--- src/framer_consts.svh ---
`ifndef FRAMER_CONSTS_SVH
`define FRAMER_CONSTS_SVH
`define HDR_START_BYTE 8'h81
`define MAX_PAYLOAD_LEN 8'h80
`define HDR_OVERHEAD 9'h007
`define BUF_BYTES 9'h100
`define BCAST_ADDR_BYTE 8'hFF
`define RETRY_DEFAULT 8'h04
`define RETRY_MIN 8'h02
`define CHAN_MIN 8'h10
`define CHAN_MAX 8'h2F
`define NETID_MAX 9'h100
`define RF_RATE_BPS 76800
`define HOST_BAUD_DEFAULT 57600
`define CLK_HZ 200000000
`define RF_BIT_CYCLES (`CLK_HZ / `RF_RATE_BPS)
`endif

--- src/framer_pkg.sv ---
package framer_pkg;
    typedef enum logic [6:0] {
        ST_HUNT = 7'b000_0001,
        ST_LEN = 7'b000_0010,
        ST_SESS = 7'b000_0100,
        ST_TRY = 7'b000_1000,
        ST_ADDR = 7'b001_0000,
        ST_DATA = 7'b010_0000,
        ST_RAW = 7'b100_0000
    } frame_state_e;
    typedef enum logic [1:0] {
        DLV_ADDRESSED = 2'b00,
        DLV_AUTO = 2'b01,
        DLV_BROADCAST = 2'b10
    } delivery_e;
endpackage : framer_pkg

--- src/serial_radio_packet_framer.sv ---
// Function
// - Bad header: send string raw, rehunt
// - Header bytes held in buffer, count toward 256
// - Address FFFFFF sends framed packet as broadcast
// - Addressed: retry to maximum, then discard
// - Broadcast: send configured attempt count, no fewer than 2
// - Random back-off wait after collision
// - Receive accepts channel only within 16 to 47; tx_channel_o passes any value
// - Talk only with matching channel and id
// - Encrypt packets with 56-bit key when enabled
// - Broadcast mode addresses all network units
// - Auto destination latches first sender address
// - Addressed mode sends to destination, receives destination and broadcasts
// - Ignore-broadcast drops received broadcasts
// - Request-to-send option enables flow control
// - Send to host only while rts low
// - Parity enabled selects 9-bit serial mode
// - Full duplex shares channel both directions
// - Modem mode drives handshake lines, not 485
// - Radio rate fixed at 76.8 kbps
// - Host framing overrides delivery mode setting
`timescale 1ns/100ps
`default_nettype none
`include "framer_consts.svh"
module serial_radio_packet_framer #(
    parameter int BUF_DEPTH = 256
) (
    input wire logic sys_clk_i,
    input wire logic nrst_i,
    input wire logic clk_en_i,
    input wire logic host_framed_transmit_i,
    input wire framer_pkg::delivery_e delivery_mode_i,
    input wire logic [23:0] dest_addr_cfg_i,
    input wire logic [7:0] max_retries_i,
    input wire logic [7:0] bcast_attempts_i,
    input wire logic [7:0] backoff_spread_i,
    input wire logic [7:0] channel_cfg_i,
    input wire logic [8:0] network_password_id_i,
    input wire logic encrypt_en_i,
    input wire logic [55:0] encrypt_key_i,
    input wire logic ignore_bcast_i,
    input wire logic rts_enable_i,
    input wire logic parity_en_i,
    input wire logic parity_odd_i,
    input wire logic full_duplex_i,
    input wire logic modem_mode_i,
    input wire logic rs485_sel_i,
    input wire logic host_valid_i,
    input wire logic [7:0] host_byte_i,
    output logic host_ready_o,
    output logic tx_valid_o,
    output logic [7:0] tx_byte_o,
    output logic tx_last_o,
    output logic [23:0] tx_dest_o,
    output logic tx_bcast_o,
    output logic [7:0] tx_attempts_o,
    output logic tx_retry_mode_o,
    output logic tx_encrypt_o,
    output logic [55:0] tx_key_o,
    output logic [7:0] tx_channel_o,
    output logic [8:0] tx_netid_o,
    output logic channel_ok_o,
    output logic [15:0] rf_bit_cycles_o,
    output logic full_duplex_o,
    input wire logic tx_ack_i,
    input wire logic tx_nack_i,
    input wire logic tx_collision_i,
    output logic tx_resend_o,
    output logic tx_done_o,
    output logic tx_discard_o,
    input wire logic rx_valid_i,
    input wire logic [7:0] rx_byte_i,
    input wire logic [23:0] rx_src_i,
    input wire logic rx_is_bcast_i,
    input wire logic [7:0] rx_channel_i,
    input wire logic [8:0] rx_netid_i,
    output logic host_out_valid_o,
    output logic [7:0] host_out_byte_o,
    input wire logic host_rts_i,
    output logic serial_9bit_o,
    output logic serial_parity_odd_o,
    output logic dcd_o,
    output logic dsr_o,
    output logic ri_o,
    input wire logic dtr_i
);
    import framer_pkg::*;

    // ==========================================
    // Pin synchronisers
    // ==========================================
    logic [2:0] rts_sync_ff;
    logic [2:0] dtr_sync_ff;
    logic rts_level_ff;
    logic dtr_level_ff;
    always_ff @(posedge sys_clk_i or negedge nrst_i) begin
        if (!nrst_i) begin
            rts_sync_ff <= 3'h7;
            dtr_sync_ff <= 3'h0;
            rts_level_ff <= 1'b1;
            dtr_level_ff <= 1'b0;
        end else if (clk_en_i) begin
            rts_sync_ff <= {rts_sync_ff[1:0], host_rts_i};
            dtr_sync_ff <= {dtr_sync_ff[1:0], dtr_i};
            if (rts_sync_ff[1] == rts_sync_ff[2]) begin
                rts_level_ff <= rts_sync_ff[2];
            end
            if (dtr_sync_ff[1] == dtr_sync_ff[2]) begin
                dtr_level_ff <= dtr_sync_ff[2];
            end
        end
    end

    // ==========================================
    // Static configuration
    // ==========================================
    logic chan_ok;
    assign chan_ok = (channel_cfg_i >= `CHAN_MIN) && (channel_cfg_i <= `CHAN_MAX);
    assign channel_ok_o = chan_ok;
    assign tx_channel_o = channel_cfg_i;
    assign tx_netid_o = network_password_id_i;
    assign tx_encrypt_o = encrypt_en_i;
    assign tx_key_o = encrypt_en_i ? encrypt_key_i : 56'h0;
    assign rf_bit_cycles_o = 16'(`RF_BIT_CYCLES);
    assign full_duplex_o = full_duplex_i;
    assign serial_9bit_o = parity_en_i;
    assign serial_parity_odd_o = parity_en_i & parity_odd_i;
    // Modem lines only in modem mode; the 485 port has no such wires
    logic modem_on;
    assign modem_on = modem_mode_i & ~rs485_sel_i;

    // ==========================================
    // Host framer
    // ==========================================
    frame_state_e state_ff;
    logic [7:0] len_ff;
    logic [7:0] cnt_ff;
    logic [7:0] try_ff;
    logic [1:0] addr_idx_ff;
    logic [23:0] addr_ff;
    logic [8:0] used_ff;
    logic busy_ff;
    logic take;
    logic bad_len;
    assign bad_len = (host_byte_i == 8'h00) || (host_byte_i > `MAX_PAYLOAD_LEN);
    // Buffer holds header plus payload until the packet leaves
    assign host_ready_o = ~busy_ff && (used_ff < 9'(BUF_DEPTH));
    assign take = clk_en_i & host_valid_i & host_ready_o;

    always_ff @(posedge sys_clk_i or negedge nrst_i) begin
        if (!nrst_i) begin
            state_ff <= ST_HUNT;
            len_ff <= 8'h00;
            cnt_ff <= 8'h00;
            try_ff <= 8'h00;
            addr_idx_ff <= 2'h0;
            addr_ff <= 24'h00_0000;
        end else if (take) begin
            unique case (state_ff)
                ST_HUNT: begin
                    cnt_ff <= 8'h00;
                    // Any other byte is a one-byte packet of its own, so the hunt goes on
                    if (host_framed_transmit_i && host_byte_i == `HDR_START_BYTE) begin
                        state_ff <= ST_LEN;
                    end
                end
                ST_LEN: begin
                    len_ff <= host_byte_i;
                    state_ff <= bad_len ? ST_RAW : ST_SESS;
                    cnt_ff <= 8'h00;
                end
                ST_SESS: state_ff <= ST_TRY;
                ST_TRY: begin
                    try_ff <= host_byte_i;
                    addr_idx_ff <= 2'h0;
                    state_ff <= ST_ADDR;
                end
                ST_ADDR: begin
                    addr_ff <= {addr_ff[15:0], host_byte_i};
                    addr_idx_ff <= addr_idx_ff + 2'h1;
                    cnt_ff <= 8'h00;
                    if (addr_idx_ff == 2'h2) begin
                        state_ff <= ST_DATA;
                    end
                end
                ST_DATA: begin
                    cnt_ff <= cnt_ff + 8'h01;
                    if (cnt_ff + 8'h01 == len_ff) begin
                        state_ff <= ST_HUNT;
                    end
                end
                ST_RAW: begin
                    cnt_ff <= cnt_ff + 8'h01;
                    if (cnt_ff + 8'h01 >= `MAX_PAYLOAD_LEN) begin
                        state_ff <= ST_HUNT;
                    end
                end
            endcase
        end
    end

    // ==========================================
    // Stream to radio and buffer accounting
    // ==========================================
    logic pass_byte;
    logic last_byte;
    assign pass_byte = (state_ff == ST_DATA) || (state_ff == ST_RAW)
        || (state_ff == ST_HUNT && !(host_framed_transmit_i && host_byte_i == `HDR_START_BYTE));
    assign last_byte = (state_ff == ST_DATA && cnt_ff + 8'h01 == len_ff)
        || (state_ff == ST_RAW && cnt_ff + 8'h01 >= `MAX_PAYLOAD_LEN)
        || (state_ff == ST_HUNT);
    logic framed_pkt;
    assign framed_pkt = (state_ff == ST_DATA);
    logic pkt_bcast;
    // Host framing wins over the configured delivery mode
    assign pkt_bcast = framed_pkt ? (addr_ff == {3{`BCAST_ADDR_BYTE}})
        : (delivery_mode_i == DLV_BROADCAST);
    logic [23:0] auto_dest_ff;
    logic auto_locked_ff;
    logic [7:0] pkt_tries;
    assign pkt_tries = framed_pkt ? try_ff
        : (pkt_bcast ? bcast_attempts_i : max_retries_i);

    always_ff @(posedge sys_clk_i or negedge nrst_i) begin
        if (!nrst_i) begin
            tx_valid_o <= 1'b0;
            tx_byte_o <= 8'h00;
            tx_last_o <= 1'b0;
            tx_dest_o <= 24'h00_0000;
            tx_bcast_o <= 1'b0;
            tx_attempts_o <= `RETRY_DEFAULT;
            tx_retry_mode_o <= 1'b0;
        end else if (clk_en_i) begin
            tx_valid_o <= take & pass_byte;
            tx_last_o <= take & pass_byte & last_byte;
            if (take & pass_byte) begin
                tx_byte_o <= host_byte_i;
                tx_bcast_o <= pkt_bcast;
                tx_retry_mode_o <= ~pkt_bcast;
                tx_attempts_o <= (pkt_tries < `RETRY_MIN) ? `RETRY_MIN : pkt_tries;
                if (pkt_bcast) begin
                    tx_dest_o <= {3{`BCAST_ADDR_BYTE}};
                end else if (framed_pkt) begin
                    tx_dest_o <= addr_ff;
                end else if (delivery_mode_i == DLV_AUTO) begin
                    tx_dest_o <= auto_dest_ff;
                end else begin
                    tx_dest_o <= dest_addr_cfg_i;
                end
            end
        end
    end

    // Whole packet but its last byte, header included, stays counted until it is done or discarded
    always_ff @(posedge sys_clk_i or negedge nrst_i) begin
        if (!nrst_i) begin
            used_ff <= 9'h000;
            busy_ff <= 1'b0;
        end else if (clk_en_i) begin
            if (take & pass_byte & last_byte) begin
                busy_ff <= 1'b1;
            end else if (tx_done_o | tx_discard_o) begin
                busy_ff <= 1'b0;
                used_ff <= 9'h000;
            end else if (take) begin
                used_ff <= used_ff + 9'h001;
            end
        end
    end

    // ==========================================
    // Delivery: retries, attempts, back-off
    // ==========================================
    logic [7:0] sent_ff;
    logic [7:0] backoff_ff;
    logic [15:0] lfsr_ff;
    always_ff @(posedge sys_clk_i or negedge nrst_i) begin
        if (!nrst_i) begin
            sent_ff <= 8'h00;
            backoff_ff <= 8'h00;
            lfsr_ff <= 16'hACE1;
            tx_resend_o <= 1'b0;
            tx_done_o <= 1'b0;
            tx_discard_o <= 1'b0;
        end else if (clk_en_i) begin
            lfsr_ff <= {lfsr_ff[14:0], lfsr_ff[15] ^ lfsr_ff[13] ^ lfsr_ff[12] ^ lfsr_ff[10]};
            tx_resend_o <= 1'b0;
            tx_done_o <= 1'b0;
            tx_discard_o <= 1'b0;
            if (!busy_ff) begin
                sent_ff <= 8'h00;
            end else if (backoff_ff != 8'h00) begin
                backoff_ff <= backoff_ff - 8'h01;
                if (backoff_ff == 8'h01) begin
                    tx_resend_o <= 1'b1;
                end
            end else if (tx_collision_i) begin
                backoff_ff <= (lfsr_ff[7:0] & backoff_spread_i) | 8'h01;
            end else if (tx_ack_i && !tx_bcast_o) begin
                tx_done_o <= 1'b1;
            end else if (tx_nack_i) begin
                sent_ff <= sent_ff + 8'h01;
                if (sent_ff + 8'h01 >= tx_attempts_o) begin
                    // Broadcast ends after its attempts; addressed is dropped
                    tx_done_o <= tx_bcast_o;
                    tx_discard_o <= ~tx_bcast_o;
                end else begin
                    tx_resend_o <= 1'b1;
                end
            end
        end
    end

    // ==========================================
    // Receive filter and host output
    // ==========================================
    logic rx_net_ok;
    logic rx_ok;
    assign rx_net_ok = chan_ok && rx_channel_i == channel_cfg_i && rx_netid_i == network_password_id_i;
    assign rx_ok = rx_net_ok && !(rx_is_bcast_i && ignore_bcast_i)
        && (rx_is_bcast_i || delivery_mode_i != DLV_ADDRESSED || rx_src_i == dest_addr_cfg_i);
    logic host_hold;
    assign host_hold = rts_enable_i & rts_level_ff;

    always_ff @(posedge sys_clk_i or negedge nrst_i) begin
        if (!nrst_i) begin
            auto_dest_ff <= 24'h00_0000;
            auto_locked_ff <= 1'b0;
        end else if (clk_en_i && rx_valid_i && rx_net_ok && !rx_is_bcast_i && !auto_locked_ff
                && delivery_mode_i == DLV_AUTO) begin
            auto_dest_ff <= rx_src_i;
            auto_locked_ff <= 1'b1;
        end
    end

    // No receive buffer: a held byte is dropped while the host stalls
    always_ff @(posedge sys_clk_i or negedge nrst_i) begin
        if (!nrst_i) begin
            host_out_valid_o <= 1'b0;
            host_out_byte_o <= 8'h00;
        end else if (clk_en_i) begin
            host_out_valid_o <= rx_valid_i & rx_ok & ~host_hold;
            if (rx_valid_i & rx_ok) begin
                host_out_byte_o <= rx_byte_i;
            end
        end
    end

    always_ff @(posedge sys_clk_i or negedge nrst_i) begin
        if (!nrst_i) begin
            dcd_o <= 1'b0;
            dsr_o <= 1'b0;
            ri_o <= 1'b0;
        end else if (clk_en_i) begin
            dcd_o <= modem_on & rx_valid_i & rx_ok;
            dsr_o <= modem_on;
            ri_o <= modem_on & dtr_level_ff & rx_valid_i & rx_ok;
        end
    end
endmodule : serial_radio_packet_framer
`default_nettype wire

--- config.mk ---
export PLATFORM = sky130hd
export DESIGN_NAME = serial_radio_packet_framer
export DESIGN_NICKNAME = d
export VERILOG_FILES = /design/src/framer_pkg.sv /design/src/serial_radio_packet_framer.sv
export VERILOG_INCLUDE_DIRS = /design/src
export SDC_FILE = /design/constraint.sdc
export NUM_CORES = 1
export LEC_CHECK = 0
export BUFFER_PORTS_ARGS = -buffer_cell sky130_fd_sc_hd__buf_2
export CORE_UTILIZATION = 45
export CTS_CLUSTER_SIZE = 24
export DETAILED_ROUTE_END_ITERATION = 10
export GPL_ROUTABILITY_DRIVEN = 0
export PLACE_DENSITY = 0.73
export SKIP_LAST_GASP = 1
export SLEW_MARGIN = 20
export SYNTH_ARGS = -nofsm -noshare
export SYNTH_HDL_FRONTEND = slang
export SYNTH_SLANG_ARGS = --single-unit
--- constraint.sdc ---
create_clock -name sys_clk_i -period 4.91 [get_ports sys_clk_i]
set_input_delay 0.7365 -clock sys_clk_i [delete_from_list [all_inputs] [get_ports sys_clk_i]]
set_output_delay 0.7365 -clock sys_clk_i [all_outputs]
set_load 0.05 [all_outputs]
==> flow_metrics.py, run 1 <==
metrics = {
    "status": {
        "status": "finished, final reports clean",
    },
    "synthesis": {
        "ys_seq_area_frac": 0.458,
        "avgSynthCellArea_um2": 9.95,
        "yosys_warnings": 0,
        "synth_area_mm2": 0.0105,
        "synth_edf_count": 0,
        "ys_types": 77,
        "async_reset_ff_frac": 1.00,
        "synth_flop_cell": "dfrtp_1",
        "synth-seq-cells": 191,
        "syn_inst": 1052,
    },
    "clocking": {
        "cts.sinks": 191,
        "cts_tree": "done",
        "numCtsBuffers": 17,
        "cts_setup_buffers": 0,
        "clock_latency_ns": 0.45,
        "cts.repair.resized": 0,
        "clk_pin_slew_worst_paths_ns": 0.09,
        "hold_buffers": 0,
        "cts_max_level": 4,
        "cts-root-to-sink-buffers": 2,
        "clock-root-buffer": "clkbuf_16",
    },
    "timing": {
        "setup_viol": 0,
        "fin_crit_sh": 0.671,
        "skew_ns": 0.0166,
        "clock.fmax_mhz": 304,
        "slew_violations": 0,
        "slew_headroom": 0.254,
        "rsz0062_at_grt": "no",
        "worstMarginPinSlew_ns": 1.12,
        "hold_viol_final": 0,
        "period_needed_ns": 3.29,
        "setup-tns-final_ns": 0,
    },
    "floorplan": {
        "core_mm2": 0.0227,
        "die-area_mm2": 0.0239,
        "die_h_um": 155,
        "ios": 354,
        "initial_core_util": 0.461,
        "die_w_um": 155,
        "rows": 55,
    },
    "route": {
        "dr.pass1.iters": 5,
        "postRouteAntennaNets": 0,
        "initialDrtViolationCount": 679,
        "vias": 8987,
        "drc": 0,
        "wire_per_inst_um": 18.5,
        "via_per_inst": 5.49,
        "wl_um": 30300,
    },
    "worst_hold_path": {
        "hp-class": "in -> async",
    },
    "cells_and_area": {
        "drive_gt1_frac": 0.373,
        "nNetsFinal": 1552,
        "final_common_cell": "buf_2",
        "area_growth_syn_to_layout_pct": 21.6,
        "final_cell_mix": "333 x buf_2, 177 x dfrtp_1, 119 x nand2_1",
    },
    "pwr": {
        "total_power_mw": 5.96,
        "powerDensity_mw_per_mm2": 468,
        "peakVddDrop_mv": 0.293,
        "power.leakage_nw": 6.40,
    },
    "setup_path": {
        "cp.required_ns": 5.23,
        "critical_path_arrival_ns": 3.61,
        "setup.worst_path.start_class": "flop",
        "critPathKind": "reg -> reg",
        "critical_path.max_fanout": 24,
        "crit_path_end_kind": "flop",
    },
    "flow_run": {
        "maxCapViolCount": 0,
    },
    "place": {
        "hpwl_um": 23000,
        "port_buffers": 334,
    },
    "grt": {
        "gr-total-overflow": 0,
        "grt.total_usage": 0.256,
        "grt_max_degree": 106,
        "grt_antenna_before_repair": 3,
        "grt_pass1_wl_um": 46800,
        "first_global_vias": 8645,
    },
}
==> cells in the mapped netlist, types with 4 or more instances <==
cell      count  area (um^2)
nor2_1       60          225
xnor2_1      43          377
o22a_1        7         61.3
clkbuf_1     29          109
o21ai_1       4         20.0
or3_1         4         25.0
nand4_1      17          106
a22o_1        7         61.3
mux2_2       94         1060
xor2_1       22          193
nand3_1      39          195
dfstp_2      14          368
and3_1       11         68.8
nor4_1       12         75.1
a21o_1        6         45.0
or4b_1        4         40.0
dfrtp_1     177         4430
nand2_1     119          447
mux2i_1      10          100
buf_2        11         55.1
buf_4        39          293
o31ai_1       5         37.5
buf_6         4         45.0
nor2b_1       4         25.0
ha_1         15          188
o21ai_0      78          390
a21oi_1      49          245
and2_1       59          369
nand2b_1     11         68.8
inv_1        22         82.6
nor3_1        9         45.0
==> layout make-up <==
type | count | area [um^2]
clock buffers | 17 | 425
fillers | 2015 | 9980
repair buffers | 339 | 1730
flip-flops and latches | 191 | 4800
clock inverters | 15 | 204
diodes | 1 | 2.50
multi-input cells | 764 | 5120
well taps | 285 | 357
inverters | 24 | 90.1
==> path summary, 6_finish.rpt <==
kind | startpoint | end | slack (ns) | cells after the start
worst max-delay path | state_ff[2] | used_ff[0] | 1.62 | 7
worst min-delay path | nrst_i | host_out_byte_o[7] | 0.29 | 1
worst max register to register | state_ff[2] | used_ff[0] | 1.62 | 7
worst min register to register | tx_byte_o[0] | tx_byte_o[0] | 0.48 | 2
max in group asynchronous | nrst_i | tx_resend_o | 3.57 | 2
min in group sys_clk_i | tx_byte_o[0] | tx_byte_o[0] | 0.48 | 2
==> where the power goes <==
group | internal [mW] | switching [mW]
Clock | 0.708 | 0.725
Sequential | 1.98 | 0.303
Combinational | 0.688 | 1.56
Total | 3.37 | 2.59
==> state kept, by name, summed over array words and instances, names as in the netlist, 2 cells and up <==
register,flops
addr_ff,24
addr_idx_ff,2
auto_dest_ff,24
backoff_ff,8
cnt_ff,8
dtr_sync_ff,3
host_out_byte_o,8
len_ff,8
lfsr_ff,16
rts_sync_ff,3
sent_ff,8
state_ff,7
try_ff,8
tx_attempts_o,8
tx_byte_o,8
tx_dest_o,24
used_ff,9
==> critical path, cell delays in order (launching register included) <==
cell and delay (ns):
dfrtp_1 0.46, or3_4 0.43, nor3_1 0.61, nand2_1 0.47
o21ai_4 0.40, buf_4 0.39, a211o_2 0.28, mux2i_1 0.10
==> routing by layer <==
| metal | GRT usage | vias up | wire length, um |
|---|---|---|---|
| li1 | - | 4204 | - |
| met1 | 0.318 | 4377 | 12200 |
| met2 | 0.432 | 355 | 15000 |
| met3 | 0.0496 | 51 | 2080 |
| met4 | 0.116 | 0 | 1080 |
| met5 | 0 | - | 0 |
==> per-stage QoR <==
stage / utilization / setup slack [ns] / hold WS [ns] / cell area [um^2] / cells
2_1_floorplan: - / 2.29 / 0.428 / 10500 / 1066
3_3_place_gp: 0.533 / 1.62 / 0.458 / 12100 / 1603
3_5_place_dp: 0.533 / 1.57 / 0.463 / 12100 / 1603
4_1_cts: 0.560 / 1.62 / 0.336 / 12700 / 1635
5_1_grt: 0.561 / 1.42 / 0.359 / 12700 / 1636
6_report: 0.561 / 1.62 / 0.292 / 12700 / 1636
==> cells by family after synthesis <==
kind of cell | Yosys count | synth area share
AOI/OAI and AO/OA | 193 | 0.118
xor gates and xnor gates | 66 | 0.0565
adders and majority gates | 15 | 0.0179
buffers and inverters | 111 | 0.0581
DFF | 191 | 0.458
muxes | 104 | 0.111
other | 2 | 0.000718
and+or+nand+nor | 370 | 0.180
No activity file was read; power rests on OpenSTA's default activity.
==> run 2: changes to the inputs <==
--- a/config.mk
+++ b/config.mk
@@ -6,12 +6,13 @@
 export SDC_FILE = /design/constraint.sdc
 export NUM_CORES = 1
 export LEC_CHECK = 0
+export ABC_AREA = 1
 export BUFFER_PORTS_ARGS = -buffer_cell sky130_fd_sc_hd__buf_2
 export CORE_UTILIZATION = 45
 export CTS_CLUSTER_SIZE = 24
 export DETAILED_ROUTE_END_ITERATION = 10
 export GPL_ROUTABILITY_DRIVEN = 0
-export PLACE_DENSITY = 0.73
+export PLACE_DENSITY = 0.75
 export SKIP_LAST_GASP = 1
 export SLEW_MARGIN = 20
 export SYNTH_ARGS = -nofsm -noshare
==> constraint.sdc (replaced) <==
create_clock -name sys_clk_i -period 3 [get_ports sys_clk_i]
set_input_delay 0.45 -clock sys_clk_i [delete_from_list [all_inputs] [get_ports sys_clk_i]]
set_output_delay 0.45 -clock sys_clk_i [all_outputs]
set_load 0.05 [all_outputs]
==> run 2 against run 1 <==
  * Cell area rose by 2.4%
  * First-iteration DRC count is 9.7% higher
  * Clock skew is 0.0056 ns lower
  * Die area is 2.4% higher
  * Synthesized area rose by 2.4%
  * Global-route usage shrank 2.0 points
  * Total power rose by 64%
  * Critical path type unchanged
  * Sequential power is 67% higher
  * Highest routed layer unchanged
  * Critical path depth rose by 5
  * Critical endpoint is now tx_done_o
==> flow_metrics.py, run 2 <==
metrics = {
    "status": {
        "status": "finished, final reports clean",
    },
    "floorplan": {
        "die_h_um": 156,
        "core_mm2": 0.0234,
        "die_w_um": 156,
        "initial_core_util": 0.458,
        "rows": 56,
        "die-area_mm2": 0.0244,
        "ios": 354,
    },
    "pwr": {
        "peakVddDrop_mv": 0.591,
        "p_int_mw": 5.41,
        "power.net_switching_mw": 4.35,
        "power.leakage_nw": 7.25,
        "powerDensity_mw_per_mm2": 748,
        "pwr-share-clk": 0.226,
        "p_comb_frac": 0.384,
        "switching_share": 0.446,
        "power_frac_seq": 0.390,
    },
    "cells_and_area": {
        "final_cell_mix": "403 x nand2_1, 333 x buf_2, 177 x dfrtp_1",
        "final_area_mm2": 0.0130,
        "final_common_cell": "nand2_1",
        "top_regs": "addr_ff (24), auto_dest_ff (24), tx_dest_o (24)",
        "fin_cells": 2019,
        "drive_gt1_frac": 0.267,
        "nNetsFinal": 1900,
        "area_growth_syn_to_layout_pct": 21.7,
    },
    "timing": {
        "period_needed_ns": 2.44,
        "slew_headroom": 0.431,
        "slew_violations": 0,
        "setup-tns-final_ns": 0,
        "fin_crit_sh": 0.813,
        "skew_ns": 0.0111,
        "rsz0062_at_grt": "no",
        "worstMarginPinSlew_ns": 0.854,
        "hold_viol_final": 0,
        "setup_viol": 0,
        "clock.fmax_mhz": 410,
    },
    "clocking": {
        "numCtsBuffers": 17,
        "cts.repair.resized": 0,
        "clock-root-buffer": "clkbuf_16",
        "hold_buffers": 0,
        "cts-root-to-sink-buffers": 2,
        "cts.sinks": 191,
        "clk_pin_slew_worst_paths_ns": 0.08,
        "clock_latency_ns": 0.44,
        "cts_max_level": 4,
        "cts_tree": "done",
        "cts_setup_buffers": 0,
    },
    "synthesis": {
        "ys_types": 51,
        "synth_area_mm2": 0.0107,
        "synthTopCellsByArea": "dfrtp_1 41%, nand2_1 14%, inv_1 6.2%, o21ai_0 4.9%, dfstp_2 3.4%",
        "yosysTopAreaCellShare": 0.413,
        "synth_edf_count": 0,
        "syn_inst": 1388,
        "synth_top_family_by_area": "simple AND/OR/NAND/NOR gates",
        "async_reset_ff_frac": 1.00,
        "synth_compound_area_frac": 0.109,
        "yosys_warnings": 0,
        "avgSynthCellArea_um2": 7.72,
        "synth_flop_cell": "dfrtp_1",
        "synthMuxAreaShare": 0.0146,
        "yosysTopAreaCell": "dfrtp_1",
        "synth-seq-cells": 191,
        "synthSimpleGateAreaFrac": 0.259,
        "synth_adder_area_share": 0.0175,
        "synth_common_cells": "403 x nand2_1, 177 x dfrtp_1, 176 x inv_1",
        "synthXorXnorAreaFrac": 0.0409,
        "synth.most_common_cell": "nand2_1",
        "ys_seq_area_frac": 0.448,
    },
    "route": {
        "vias": 9966,
        "drc": 0,
        "dr.pass1.iters": 5,
        "postRouteAntennaNets": 0,
        "initialDrtViolationCount": 745,
        "via_per_inst": 4.94,
        "wire_per_inst_um": 14.1,
        "wl_um": 28500,
    },
    "setup_path": {
        "critPathKind": "reg -> reg",
        "crit_path_end_kind": "flop",
        "critical_path_arrival_ns": 2.80,
        "critical_path.max_fanout": 5,
        "setup.worst_path.start_class": "flop",
        "cp.required_ns": 3.36,
    },
    "grt": {
        "first_global_vias": 9440,
        "grt_max_degree": 69,
        "grt_pass1_wl_um": 45200,
        "gr-total-overflow": 0,
        "grt.total_usage": 0.236,
        "grt_antenna_before_repair": 2,
    },
    "flow_run": {
        "maxCapViolCount": 0,
    },
    "place": {
        "hpwl_um": 21500,
        "placed_cells": 1985,
        "place_area_mm2": 0.0125,
        "port_buffers": 334,
    },
    "worst_hold_path": {
        "hp-class": "in -> async",
    },
}
run 2: worst paths after layout:
check                                        start            endpoint  slack [ns]  cells after the start
worst min-delay path                        nrst_i               dsr_o        0.02                      1
worst min register to register  host_out_byte_o[2]  host_out_byte_o[2]        0.47                      2
worst max register to register          sent_ff[0]           tx_done_o        0.56                     12
max in group asynchronous                   nrst_i    tx_attempts_o[2]        2.25                      2
min in group sys_clk_i                rx_byte_i[5]  host_out_byte_o[5]        0.20                      3
worst max-delay path                    sent_ff[0]           tx_done_o        0.56                     12
run 2: power by group through the flow:
stage / logic [mW] / registers (mW) / clock network (mW)
finish: 3.75 / 3.81 / 2.20
global route: 4.10 / 3.88 / 2.35
CTS: 3.76 / 3.80 / 2.23
detailed placement: 3.74 / 3.84 / 0
global placement: 3.64 / 3.82 / 0
floorplan: 1.90 / 4.62 / 0
run 2: kinds of logic after synthesis:
| logic type | after synthesis |
|---|---|
| flip-flops | 191 |
| multiplexers | 14 |
| XOR/XNOR | 50 |
| adder cells (fa/ha/maj) | 15 |
| buffers and inverters | 267 |
| AO/OA/AOI/OAI | 212 |
| AND/OR/NAND/NOR | 637 |
| other | 2 |
run 2: cell type report:
class,instances,area (um^2)
Tap cell,319,399
Timing Repair Buffer,344,1780
Multi-Input combinational cell,944,4790
Clock inverter,14,141
Antenna cell,2,5.00
Inverter,187,702
Fill cell,2204,10400
Sequential cell,191,4800
Clock buffer,18,429
run 2: worst max-delay path, stage by stage, from the launching register on:
cell,delay (ns)
dfrtp_1,0.44
nand3_1,0.14
nand3b_1,0.21
nand3b_1,0.19
xor2_1,0.18
inv_1,0.07
ha_1,0.29
nand2_1,0.08
nor2_1,0.14
nand4_1,0.10
o2111ai_1,0.23
a31oi_1,0.13
o21ai_0,0.16
run 2: routing by layer:
metal,part of all wire,vias up,track usage
li1,-,4934,-
met1,0.42,4617,0.288
met2,0.49,366,0.406
met3,0.061,49,0.0449
met4,0.030,0,0.0994
met5,0,-,0
run 2: per-stage QoR:
step	setup WS [ns]	util	hold WS, ns	total power [mW]
after global placement	0.693	0.533	0.451	7.45
after floorplan	0.556	-	0.154	6.52
after detailed placement	0.645	0.533	0.454	7.57
after CTS	0.586	0.557	0.0251	9.79
after global routing	0.359	0.557	0.0524	10.3
final	0.560	0.557	0.0187	9.75
